<file path="config.mk">
export PLATFORM = sky130hd
export DESIGN_NAME = daoc_regs
export DESIGN_NICKNAME = d
export VERILOG_FILES = /design/src/inc/daoc_pkg.sv /design/src/design/daoc_regs.sv /design/src/design/daoc_addr_gen.sv /design/src/design/daoc_overlay.sv
export SDC_FILE = /design/constraint.sdc
export NUM_CORES = 1
export LEC_CHECK = 0
export BUFFER_PORTS_ARGS = -buffer_cell sky130_fd_sc_hd__buf_2
export CORE_UTILIZATION = 44
export CTS_CLUSTER_DIAMETER = 30
export DETAILED_ROUTE_END_ITERATION = 8
export PLACE_DENSITY = 0.77
export SLEW_MARGIN = 15
export SYNTH_ARGS = -nofsm -noshare
export SYNTH_HDL_FRONTEND = slang
export SYNTH_SLANG_ARGS = --single-unit
export TNS_END_PERCENT = 100
</file>
<file path="constraint.sdc">
create_clock -name clk -period 2.6 [get_ports clk]
set_input_delay 0.52 -clock clk [delete_from_list [all_inputs] [get_ports clk]]
set_output_delay 0.52 -clock clk [all_outputs]
set_load 0.05 [all_outputs]
</file>
<file path="src/inc/daoc_pkg.sv">
package daoc_pkg;

    // ----------------------------------------------------------------
    // indexed port and register indices
    // ----------------------------------------------------------------
    localparam logic [7:0] IDX_EXT_DISPLAY_CONTROL = 8'h1b;
    localparam logic [7:0] IDX_VIDEO_OVERLAY_MODE = 8'h1d;
    localparam logic [7:0] IDX_LCD_SHADING_CONTROL = 8'h1e;
    localparam logic [7:0] UNMAPPED_READ = 8'h00;

    // ----------------------------------------------------------------
    // reset values and masks
    // ----------------------------------------------------------------
    localparam logic [7:0] RST_EXT_DISPLAY_CONTROL = 8'h00;
    localparam logic [7:0] RST_VIDEO_OVERLAY_MODE = 8'h44;
    localparam logic [7:0] RST_LCD_SHADING_CONTROL = 8'h61;
    localparam logic [7:0] RST_INDEX = 8'h00;
    localparam logic [7:0] OVM_WRITABLE = 8'h46;

    // ----------------------------------------------------------------
    // field positions
    // ----------------------------------------------------------------
    localparam int EDC_START16 = 0;
    localparam int EDC_EXT_WRAP = 1;
    localparam int EDC_START_HI_LSB = 2;
    localparam int EDC_BLANK_CTRL = 5;
    localparam int OVM_DAC_LO = 1;
    localparam int OVM_DAC_HI = 2;
    localparam int OVM_TIMING_SRC = 6;

    // ----------------------------------------------------------------
    // overlay mode select encodings
    // ----------------------------------------------------------------
    localparam logic [1:0] OVSEL_EXTERNAL = 2'h1;
    localparam logic [1:0] OVSEL_INTERNAL = 2'h2;

    // ----------------------------------------------------------------
    // address layout
    // ----------------------------------------------------------------
    localparam logic [18:0] COMPAT_WRAP_MASK = 19'h0ffff;
    localparam int XMA_LO_BIT = 12;
    localparam int DWORD_LSB = 14;

    // ----------------------------------------------------------------
    // carriers
    // ----------------------------------------------------------------
    typedef struct packed {
        logic sel_data;
        logic wr;
        logic rd;
        logic [7:0] wdata;
    } daoc_host_req_t;

    typedef struct packed {
        logic [7:0] ext_display_control;
        logic [7:0] video_overlay_mode;
        logic [7:0] lcd_shading_control;
    } daoc_regs_t;

    typedef struct packed {
        logic chain4;
        logic dword_mode;
        logic offset_sel;
        logic [6:0] graphics_offset_zero;
        logic [6:0] graphics_offset_one;
        logic [4:0] host_bus_address;
        logic [8:0] std_dram_address;
    } daoc_mem_ctl_t;

endpackage : daoc_pkg

</file>
<file path="src/design/daoc_regs.sv">
`timescale 1ns/1ns
`default_nettype none

// Behaviour
// compat mode: character counter sixteen bits wide
// compat mode: wrap at 64K per map
// extended wrap: address counter nineteen bits
// extended wrap: bits 16-18 enlarge planes
// extended wrap: wrap at installed memory size
// chain4: DRAM bits 1:0 from extended 17:16
// extended high bits: host address plus offset
// double-word: DRAM bits 1:0 from counter 15:14
// start address bits 18:16 from control register
// source 0, mode 01: external video pin timing
// source 1, mode 10: internal window timing
// DAC high clear: extended mode, low bit swaps
// DAC high set: extended DAC mode off
// overlay register resets source 1, DAC 10
// shading register read/write, resets to 61h
// blanking control drives window pin from blank
// overlay reserved bits read zero, ignore writes
module daoc_regs
(
    input wire logic clk,
    input wire logic rstn,
    input wire daoc_pkg::daoc_host_req_t host_req,
    output logic [7:0] host_rdata,
    output logic host_rvalid,
    input wire daoc_pkg::daoc_mem_ctl_t mem_ctl,
    input wire logic [15:0] start_address_low,
    input wire logic [18:0] installed_mask,
    input wire logic frame_load,
    input wire logic char_advance,
    input wire logic [1:0] overlay_mode_select,
    input wire logic feature_connector_video_input_n,
    input wire logic crtc_blank,
    output logic [18:0] character_address,
    output logic [8:0] dram_address,
    output logic overlay_active,
    output logic ext_dac_enable,
    output logic show_live_video,
    output logic overlay_window_output,
    output logic overlay_window_output_oe_n,
    output daoc_pkg::daoc_regs_t regs_out
);
    import daoc_pkg::*;

    // ----------------------------------------------------------------
    // state
    // ----------------------------------------------------------------
    typedef struct packed {
        logic [7:0] index;
        daoc_regs_t regs;
        logic [7:0] rdata;
        logic rvalid;
    } daoc_state_t;

    daoc_state_t st;
    daoc_state_t next_st;
    logic wr_data;
    logic rd_data;
    logic ext_wrap;

    function automatic logic [7:0] daoc_read(input daoc_regs_t r, input logic [7:0] idx);
        logic [7:0] v;
        v = UNMAPPED_READ;
        if (idx == IDX_EXT_DISPLAY_CONTROL)
            v = r.ext_display_control;
        else if (idx == IDX_VIDEO_OVERLAY_MODE)
            v = r.video_overlay_mode & OVM_WRITABLE;
        else if (idx == IDX_LCD_SHADING_CONTROL)
            v = r.lcd_shading_control;
        return v;
    endfunction : daoc_read

    // ----------------------------------------------------------------
    // indexed port
    // ----------------------------------------------------------------
    assign wr_data = host_req.wr && host_req.sel_data;
    assign rd_data = host_req.rd && host_req.sel_data;

    always_comb
    begin
        next_st = st;
        next_st.rvalid = host_req.rd;
        if (rd_data)
            next_st.rdata = daoc_read(st.regs, st.index);
        else if (host_req.rd)
            next_st.rdata = st.index;
        if (host_req.wr && !host_req.sel_data)
        begin
            next_st.index = host_req.wdata;
        end
        else if (wr_data)
        begin
            // unmapped indices swallow the write silently
            if (st.index == IDX_EXT_DISPLAY_CONTROL)
                next_st.regs.ext_display_control = host_req.wdata;
            else if (st.index == IDX_VIDEO_OVERLAY_MODE)
                next_st.regs.video_overlay_mode = host_req.wdata & OVM_WRITABLE;
            else if (st.index == IDX_LCD_SHADING_CONTROL)
                next_st.regs.lcd_shading_control = host_req.wdata;
        end
    end

    always_ff @(posedge clk)
    begin
        if (!rstn)
            st <= '{index: RST_INDEX,
                    regs: '{ext_display_control: RST_EXT_DISPLAY_CONTROL,
                            video_overlay_mode: RST_VIDEO_OVERLAY_MODE,
                            lcd_shading_control: RST_LCD_SHADING_CONTROL},
                    rdata: 8'h00,
                    rvalid: 1'b0};
        else
            st <= next_st;
    end

    assign host_rdata = st.rdata;
    assign host_rvalid = st.rvalid;
    assign regs_out = st.regs;
    assign ext_wrap = st.regs.ext_display_control[EDC_EXT_WRAP];

    // ----------------------------------------------------------------
    // address path and overlay path
    // ----------------------------------------------------------------
    daoc_addr_gen #(.ADDR_W(19)) u_addr
    (
        .clk(clk),
        .rstn(rstn),
        .ext_wrap(ext_wrap),
        .load(frame_load),
        .advance(char_advance),
        .start_address_low(start_address_low),
        .start_hi({st.regs.ext_display_control[EDC_START_HI_LSB+1:EDC_START_HI_LSB],
                   st.regs.ext_display_control[EDC_START16]}),
        .installed_mask(installed_mask),
        .mem_ctl(mem_ctl),
        .character_address(character_address),
        .dram_address(dram_address)
    );

    daoc_overlay u_ovl
    (
        .clk(clk),
        .rstn(rstn),
        .video_overlay_mode(st.regs.video_overlay_mode),
        .blank_ctrl(st.regs.ext_display_control[EDC_BLANK_CTRL]),
        .overlay_mode_select(overlay_mode_select),
        .feature_connector_video_input_n(feature_connector_video_input_n),
        .crtc_blank(crtc_blank),
        .overlay_active(overlay_active),
        .ext_dac_enable(ext_dac_enable),
        .show_live_video(show_live_video),
        .overlay_window_output(overlay_window_output),
        .overlay_window_output_oe_n(overlay_window_output_oe_n)
    );

    // ----------------------------------------------------------------
    // checks
    // ----------------------------------------------------------------
    property p_compat_width;
        @(posedge clk) disable iff (!rstn)
        !ext_wrap ##1 !ext_wrap |-> character_address[18:16] == 3'h0;
    endproperty
    a_compat_width: assert property (p_compat_width) else $error("counter over 16 bits");

    property p_compat_wrap;
        @(posedge clk) disable iff (!rstn)
        (!ext_wrap && char_advance && !frame_load && character_address == 19'h0ffff)
            |=> character_address == 19'h00000;
    endproperty
    a_compat_wrap: assert property (p_compat_wrap) else $error("no 64K wrap");

    property p_start_load;
        @(posedge clk) disable iff (!rstn)
        // sampled rstn keeps the release edge, whose state is still pre-reset, out
        (rstn && ext_wrap && frame_load) |=> character_address ==
            ({$past(st.regs.ext_display_control[3:2]),
              $past(st.regs.ext_display_control[0]),
              $past(start_address_low)} & $past(installed_mask));
    endproperty
    a_start_load: assert property (p_start_load) else $error("start address load wrong");

    property p_ext_wrap_size;
        @(posedge clk) disable iff (!rstn)
        (ext_wrap && char_advance && !frame_load && character_address == installed_mask)
            |=> character_address == 19'h00000;
    endproperty
    a_ext_wrap_size: assert property (p_ext_wrap_size) else $error("no wrap at memory size");

    property p_ovm_reset;
        @(posedge clk)
        !rstn |=> regs_out.video_overlay_mode == RST_VIDEO_OVERLAY_MODE;
    endproperty
    a_ovm_reset: assert property (p_ovm_reset) else $error("overlay reset value wrong");

    property p_shade_rw;
        @(posedge clk) disable iff (!rstn)
        (rstn && wr_data && st.index == IDX_LCD_SHADING_CONTROL) ##1
            (host_req.rd && host_req.sel_data && !host_req.wr)
            |=> host_rdata == $past(host_req.wdata, 2);
    endproperty
    a_shade_rw: assert property (p_shade_rw) else $error("shading readback wrong");

    property p_ovm_reserved;
        @(posedge clk) disable iff (!rstn)
        (regs_out.video_overlay_mode & ~OVM_WRITABLE) == 8'h00;
    endproperty
    a_ovm_reserved: assert property (p_ovm_reserved) else $error("reserved bit set");

    property p_window_pin;
        @(posedge clk) disable iff (!rstn)
        rstn && st.regs.ext_display_control[EDC_BLANK_CTRL] |=>
            !overlay_window_output_oe_n && overlay_window_output == $past(crtc_blank);
    endproperty
    a_window_pin: assert property (p_window_pin) else $error("window pin not driven");

    property p_int_timing;
        @(posedge clk) disable iff (!rstn)
        (st.regs.video_overlay_mode[OVM_TIMING_SRC] && overlay_mode_select == OVSEL_INTERNAL
            && st.regs.ext_display_control[EDC_BLANK_CTRL] && rstn)
            |=> overlay_active == $past(overlay_window_output);
    endproperty
    a_int_timing: assert property (p_int_timing) else $error("internal timing not used");

    property p_dac_swap;
        @(posedge clk) disable iff (!rstn)
        rstn && !st.regs.video_overlay_mode[OVM_DAC_HI] |=> ext_dac_enable &&
            show_live_video == (overlay_active ^ $past(st.regs.video_overlay_mode[OVM_DAC_LO]));
    endproperty
    a_dac_swap: assert property (p_dac_swap) else $error("dac switching wrong");

endmodule : daoc_regs
`default_nettype wire

</file>
<file path="src/design/daoc_addr_gen.sv">
`timescale 1ns/1ns
`default_nettype none

module daoc_addr_gen
#(
    parameter int ADDR_W = 19
)
(
    input wire logic clk,
    input wire logic rstn,
    input wire logic ext_wrap,
    input wire logic load,
    input wire logic advance,
    input wire logic [15:0] start_address_low,
    input wire logic [2:0] start_hi,
    input wire logic [18:0] installed_mask,
    input wire daoc_pkg::daoc_mem_ctl_t mem_ctl,
    output logic [18:0] character_address,
    output logic [8:0] dram_address
);
    import daoc_pkg::*;

    if (ADDR_W != 19)
    begin : g_chk
        $error("daoc_addr_gen serves a 19-bit counter only");
    end

    typedef struct packed {
        logic [18:0] cnt;
        logic [8:0] ma;
    } daoc_ag_state_t;

    daoc_ag_state_t st;
    daoc_ag_state_t next_st;
    logic [18:0] mask;
    logic [6:0] xma_hi;

    always_comb
    begin
        mask = ext_wrap ? installed_mask : COMPAT_WRAP_MASK;
        xma_hi = 7'({2'h0, mem_ctl.host_bus_address}) + (mem_ctl.offset_sel ?
            mem_ctl.graphics_offset_one : mem_ctl.graphics_offset_zero);
        next_st = st;
        // a held count is masked too, so dropping the wrap enable clears stale high bits
        next_st.cnt = st.cnt & mask;
        if (load)
        begin
            next_st.cnt = {start_hi, start_address_low} & mask;
        end
        else if (advance)
        begin
            next_st.cnt = 19'(st.cnt + 19'h00001) & mask;
        end
        if (ext_wrap && mem_ctl.dword_mode)
        begin
            next_st.ma = {xma_hi, st.cnt[DWORD_LSB+1:DWORD_LSB]};
        end
        else if (ext_wrap && mem_ctl.chain4)
        begin
            next_st.ma = {xma_hi, xma_hi[17-XMA_LO_BIT], xma_hi[16-XMA_LO_BIT]};
        end
        else
        begin
            next_st.ma = mem_ctl.std_dram_address;
        end
    end

    always_ff @(posedge clk)
    begin
        if (!rstn)
            st <= '0;
        else
            st <= next_st;
    end

    assign character_address = st.cnt;
    assign dram_address = st.ma;

    property p_chain4_map;
        @(posedge clk) disable iff (!rstn)
        // sampled rstn keeps the release edge, whose state is still pre-reset, out
        (rstn && ext_wrap && mem_ctl.chain4 && !mem_ctl.dword_mode) |=>
            dram_address[1:0] == $past(xma_hi[5:4]) && dram_address[8:2] == $past(xma_hi);
    endproperty
    a_chain4_map: assert property (p_chain4_map) else $error("chain4 mapping wrong");

    property p_dword_map;
        @(posedge clk) disable iff (!rstn)
        (rstn && ext_wrap && mem_ctl.dword_mode)
            |=> dram_address[1:0] == $past(st.cnt[15:14]);
    endproperty
    a_dword_map: assert property (p_dword_map) else $error("dword mapping wrong");

endmodule : daoc_addr_gen
`default_nettype wire

</file>
<file path="src/design/daoc_overlay.sv">
`timescale 1ns/1ns
`default_nettype none

module daoc_overlay
(
    input wire logic clk,
    input wire logic rstn,
    input wire logic [7:0] video_overlay_mode,
    input wire logic blank_ctrl,
    input wire logic [1:0] overlay_mode_select,
    input wire logic feature_connector_video_input_n,
    input wire logic crtc_blank,
    output logic overlay_active,
    output logic ext_dac_enable,
    output logic show_live_video,
    output logic overlay_window_output,
    output logic overlay_window_output_oe_n
);
    import daoc_pkg::*;

    typedef struct packed {
        logic active;
        logic dac_en;
        logic live;
        logic win;
        logic oe_n;
    } daoc_ov_state_t;

    daoc_ov_state_t st;
    daoc_ov_state_t next_st;
    logic timing;

    always_comb
    begin
        // internal window is the pin's own driven value, so no loopback wire is needed
        if (!video_overlay_mode[OVM_TIMING_SRC] && overlay_mode_select == OVSEL_EXTERNAL)
            timing = !feature_connector_video_input_n;
        else if (video_overlay_mode[OVM_TIMING_SRC] && overlay_mode_select == OVSEL_INTERNAL)
            timing = blank_ctrl && st.win;
        else
            timing = 1'b0;
        next_st.active = timing;
        next_st.dac_en = !video_overlay_mode[OVM_DAC_HI];
        next_st.live = !video_overlay_mode[OVM_DAC_HI]
            && (timing ^ video_overlay_mode[OVM_DAC_LO]);
        next_st.win = blank_ctrl ? crtc_blank : 1'b0;
        next_st.oe_n = !blank_ctrl;
    end

    always_ff @(posedge clk)
    begin
        if (!rstn)
            st <= '{active: 1'b0, dac_en: 1'b0, live: 1'b0, win: 1'b0, oe_n: 1'b1};
        else
            st <= next_st;
    end

    assign overlay_active = st.active;
    assign ext_dac_enable = st.dac_en;
    assign show_live_video = st.live;
    assign overlay_window_output = st.win;
    assign overlay_window_output_oe_n = st.oe_n;

    property p_dac_off;
        @(posedge clk) disable iff (!rstn)
        video_overlay_mode[OVM_DAC_HI] |=> !ext_dac_enable && !show_live_video;
    endproperty
    a_dac_off: assert property (p_dac_off) else $error("dac mode not disabled");

    property p_ext_timing;
        @(posedge clk) disable iff (!rstn)
        // sampled rstn keeps the release edge, whose state is still pre-reset, out
        (rstn && !video_overlay_mode[OVM_TIMING_SRC] && overlay_mode_select == OVSEL_EXTERNAL)
            |=> overlay_active == !$past(feature_connector_video_input_n);
    endproperty
    a_ext_timing: assert property (p_ext_timing) else $error("external timing not used");

endmodule : daoc_overlay
`default_nettype wire

</file>
; Yosys cells after proc, flatten, opt, wreduce, memory -nomap -nowiden
; Cells that the tools add are included.
[classes]
n_mux = 13
addsub = 2
n_reduce_logical = 19
bitwise_logic = 7
eq_ne = 5
[ops]
columns = operator, n
row1 = AND 19 bit, 3
row2 = two-way mux 19 bit, 3
row3 = two-way mux 8 bit, 5
row4 = "== test 8 x 5 -> 1 bit, second input constant", 3
row5 = "adder 19 x 1 -> 19 bit, second input constant", 1
row6 = two-way mux 9 bit, 2
row7 = logical AND 1 bit, 9
row8 = adder 5 x 7 -> 7 bit, 1
row9 = two-way mux 7 bit, 1
row10 = logical NOT 1 bit, 5
row11 = AND reduction 5 bit, 1
row12 = AND reduction 4 bit, 1
row13 = inverter 1 bit, 3
row14 = AND reduction 3 bit, 1
row15 = "== test 2 x 1 -> 1 bit, second input constant", 1
row16 = "== test 2 bit, second input constant", 1
row17 = two-way mux 1 bit, 2
row18 = AND reduction 2 bit, 1
row19 = nonzero test 2 bit, 1
row20 = bitwise XOR 1 bit, 1
[totals]
wordCells = 59
out_inout_bits = 66
ff_bits = 69
input_bits = 85

; Depth between registers and ports, before layout
[logic_depth]
word_depth = 6
ltp_mapped = 9

; Hierarchy
; A second synthesis with hierarchy kept.
[hier_totals]
cells_unflattened = 424
hier_area_um2 = 3734.8
[modules_own_cells]
columns = module, instances, area_each_um2, cells_per_inst
row1 = daoc_regs, 1, 1840.5, 209
row2 = daoc_addr_gen, 1, 1717.9, 200
row3 = daoc_overlay, 1, 176.4, 15

; Least setup slack after synthesis
; Ideal clock, no wire load.
[synth_path]
kind = input to register
start = input mem_ctl[28] in the netlist's numbering
end = register u_addr.st (netlist bit u_addr.dram_address[0])
path_slack_ns = 0.025
cell_stages = 9
arrival_ns = 2.454
setup_ns = 0.121
path_buffers = 1
path_cell_list = clkbuf_1 mux2_2 ha_1 fa_1 a21o_1 a211oi_1 nor3_1 a21oi_1 a21oi_1
[synth_via]
elab_chain_cells = 4
[synth_rtl]
columns = item, line_no
row1 = "start, declared", daoc_regs.sv:29  ; input wire daoc_pkg::daoc_mem_ctl_t mem_ctl,
row2 = two-way mux 7 bit, daoc_addr_gen.sv:41  ; xma_hi = 7'({2'h0, mem_ctl.host_bus_address}) + (mem_ctl.offset_sel ?
row3 = adder 5 x 7 -> 7 bit, daoc_addr_gen.sv:41
row4 = two-way mux 9 bit, daoc_addr_gen.sv:58  ; else if (ext_wrap && mem_ctl.chain4)
row5 = two-way mux 9 bit, daoc_addr_gen.sv:54  ; if (ext_wrap && mem_ctl.dword_mode)
row6 = "end signal, assigned", daoc_addr_gen.sv:73  ; st <= next_st;
row7 = "end, declared", daoc_addr_gen.sv:33  ; daoc_ag_state_t st;
; No other way between the ends.
; A chain may end at the register's enable or synchronous reset.

; Worst setup path after layout
; Ends and elaborated chain as after synthesis.

==> flow_summary.toml <==
[die]
rows = 32
start_util_pct = 46.3
num_io_pins = 151
chipHeight_um = 92.9
die_x_um = 92.9
dieArea_um2 = 8630
core-area_um2 = 7850

[synthesis]
synthDistinctLibCells = 47
synthSimpleGateAreaFrac_pct = 18.9
ys_ff_latch = 69
ys_warn_count = 0
avgSynthCellArea_um2 = 8.79
synthCells = 414
synthXorXnorAreaFrac_pct = 5.30
synth_top_family_by_area = "simple AND/OR/NAND/NOR gates"
yosys-mux-area-fraction_pct = 6.30
dominantRegCellSynth = "dfxtp_1"
synth_compound_area_share_pct = 18.8
ys_seq_area_share_pct = 38.0
ys_async_sr_fraction_pct = 0
syn_area_um2 = 3640
synth_fa_ha_area_share_pct = 2.61
synth-edff-count = 0

[power]
power_density_nw_per_um2 = 572
power_frac_comb_pct = 16.7
p_leak_nw = 2.02
fin_total_pwr_w = 0.00254
intPower_w = 0.00180
netSwitchingPower_w = 0.000743
clkPwrFrac_pct = 39.0
sequentialPowerShare_pct = 44.3
p_sw_share_pct = 29.2
irDropWorstVdd_mv = 0.356

[drt]
ant_nets = 0
drt_iter0_drc = 110
totalWireLength_um = 9100
drtPass1Iterations = 4
drc = 0
vias = 3339
wl_per_cell_um = 14.4
via_per_inst = 5.27

[sta]
fmax_mhz = 457
hold_viol = 0
setup_tns_ns = 0
worstMarginPinSlew_ns = 0.663
timing.hold.ws_ns = 0.423
maxSlewViolCount = 0
setup_violations = 0
rsz0062_at_grt = "false"
fin_skew_ns = 0.0187
slew_headroom_pct = 55.7
min_period_ns = 2.19
period_share_pct = 84.2

[global_route]
grt_pass1_wl_um = 14700
grt_max_degree = 32
grt.overflow.total = 0
antenna_found_initial = 0
first_global_vias = 3133
grt_use_total_pct = 21.6

[clock_network]
postCtsResizedCells = 0
htree_levels = 3
worstSkewPairLatency_ns = 0.35
post_cts_buffers = 0
hold_buffers = 0
clk_path_buf_depth = 2
cts_tree = "done"
cts_root_buf = "clkbuf_8"
clkTransAtPathRegs_ns = 0.10
cts_buffers = 9
cts_sinks = 69

[placement]
io_buffers = 145
dp_hpwl_um = 7020
place.gp.congestion = 0.881

[layout]
area_delta_synth_final_pct = 22.4
nNetsFinal = 619
drive_above_1_share_pct = 34.0
antenna_cells = 0

[worst_setup_path]
start_kind = "input pin"
cp-end-kind = "register"
critPathMaxFanout = 6
cp_data_required_time_ns = 2.82
crit_type = "input pin to register"
worstPathArrival_ns = 2.41

[hold_path]
hold_path_class = "input pin to register"

[job]
maxCapViolCount = 0

[run_status]
outcome = "finished clean"
==> per-layer routing <==
metal  vias to the layer above  track usage [%]  share of wire (%)
met3                        14             5.99                5.6
met5                         -                0                  0
met4                         0             7.82                1.5
met2                       123             37.0                 50
li1                       1671                -                  -
met1                      1531             25.7                 43
==> cells in the mapped netlist (10+ instances only) <==
master	n	area share [%]
a21boi_0	10	2.1
nand3_1	15	2.1
xnor2_1	11	2.6
o221ai_1	17	4.1
xor2_1	11	2.6
nand2_1	44	4.5
nor2b_1	16	2.8
clkbuf_1	19	2.0
a21oi_1	22	3.0
mux2i_1	15	4.1
dfxtp_1	69	38
o21ai_0	23	3.2
nor2_1	14	1.4
buf_4	32	6.6
==> state kept, by name, indices dropped and copies added, names as in the netlist <==
signal	count
u_ovl.overlay_window_output_oe_n	1
host_rvalid	1
regs_out	19
st	8
host_rdata	8
u_ovl.show_live_video	1
u_ovl.ext_dac_enable	1
u_ovl.overlay_active	1
u_ovl.overlay_window_output	1
u_addr.character_address	19
u_addr.dram_address	9
==> worst max-delay path: stages <==
cell,delay (ns)
buf_2,0.09
buf_4,0.15
mux2_2,0.37
fa_1,0.46
a21o_1,0.21
a211oi_1,0.30
nor3_1,0.09
a21oi_1,0.14
a21oi_1,0.08
==> layout make-up <==
type                            count  area, um^2
Clock buffer                        9         124
Clock inverter                      7         103
Fill cell                         739        3400
Inverter                           10        37.5
Multi-Input combinational cell    286        1910
Sequential cell                    69        1380
Tap cell                          102         128
Timing Repair Buffer              151         771
==> cells in the final DEF, fill, tap and decap left out, drive strengths merged, types with 2 or more instances in the layout <==
| master | instances |
|---|---|
| xor2 | 11 |
| a22oi | 8 |
| bufinv | 2 |
| nand2 | 44 |
| clkbuf | 9 |
| nor3 | 5 |
| a221o | 3 |
| mux2i | 15 |
| o221ai | 17 |
| nor2 | 14 |
| buf | 151 |
| inv | 12 |
| nand3b | 3 |
| and3 | 5 |
| nor2b | 16 |
| a21o | 2 |
| xnor2 | 11 |
| dfxtp | 69 |
| and4 | 3 |
| conb | 5 |
| o21ai | 29 |
| a21oi | 22 |
| nand3 | 16 |
| a21boi | 10 |
| clkinv | 2 |
| and2 | 8 |
| a211oi | 5 |
| mux2 | 7 |
| o21ba | 2 |
| nand4 | 9 |
| ha | 6 |
==> through the flow <==
step / utilization [%] / instances / cell area, um^2 / setup slack, ns
final: 56.7 / 634 / 4450 / 0.410
after global placement: 53.8 / 618 / 4220 / 0.118
after global routing: 56.7 / 634 / 4450 / 0.318
after floorplan: - / 418 / 3650 / 0.0249
after detailed placement: 53.8 / 618 / 4220 / 0.0751
after CTS: 56.7 / 634 / 4450 / 0.431
==> power groups by stage <==
stage,Sequential [W],Combinational [W],Clock (W)
floorplan,0.00123,0.000209,0
global placement,0.00115,0.000417,0
detailed placement,0.00115,0.000423,0
CTS,0.00113,0.000425,0.00102
global route,0.00113,0.000460,0.00107
finish,0.00113,0.000424,0.000993
==> path summary, 6_finish.rpt <==
kind | start | endpoint | slack [ns] | depth (start not counted)
max | mem_ctl[28] | u_addr.dram_address[0] | 0.41 | 9
min | host_req[7] | regs_out[7] | 0.42 | 3
max reg2reg | st[38] | regs_out[6] | 0.68 | 5
min reg2reg | st[37] | st[37] | 0.47 | 2
==> logic make-up after synthesis <==
| family | after synthesis |
|---|---|
| simple gates | 127 |
| xor+xnor | 22 |
| mux | 22 |
| fa+ha+maj | 7 |
| compound gates | 103 |
| other cells | 1 |
| buf+inv | 63 |
| flops | 69 |
Note: power is estimated with default switching activity, not from simulation.
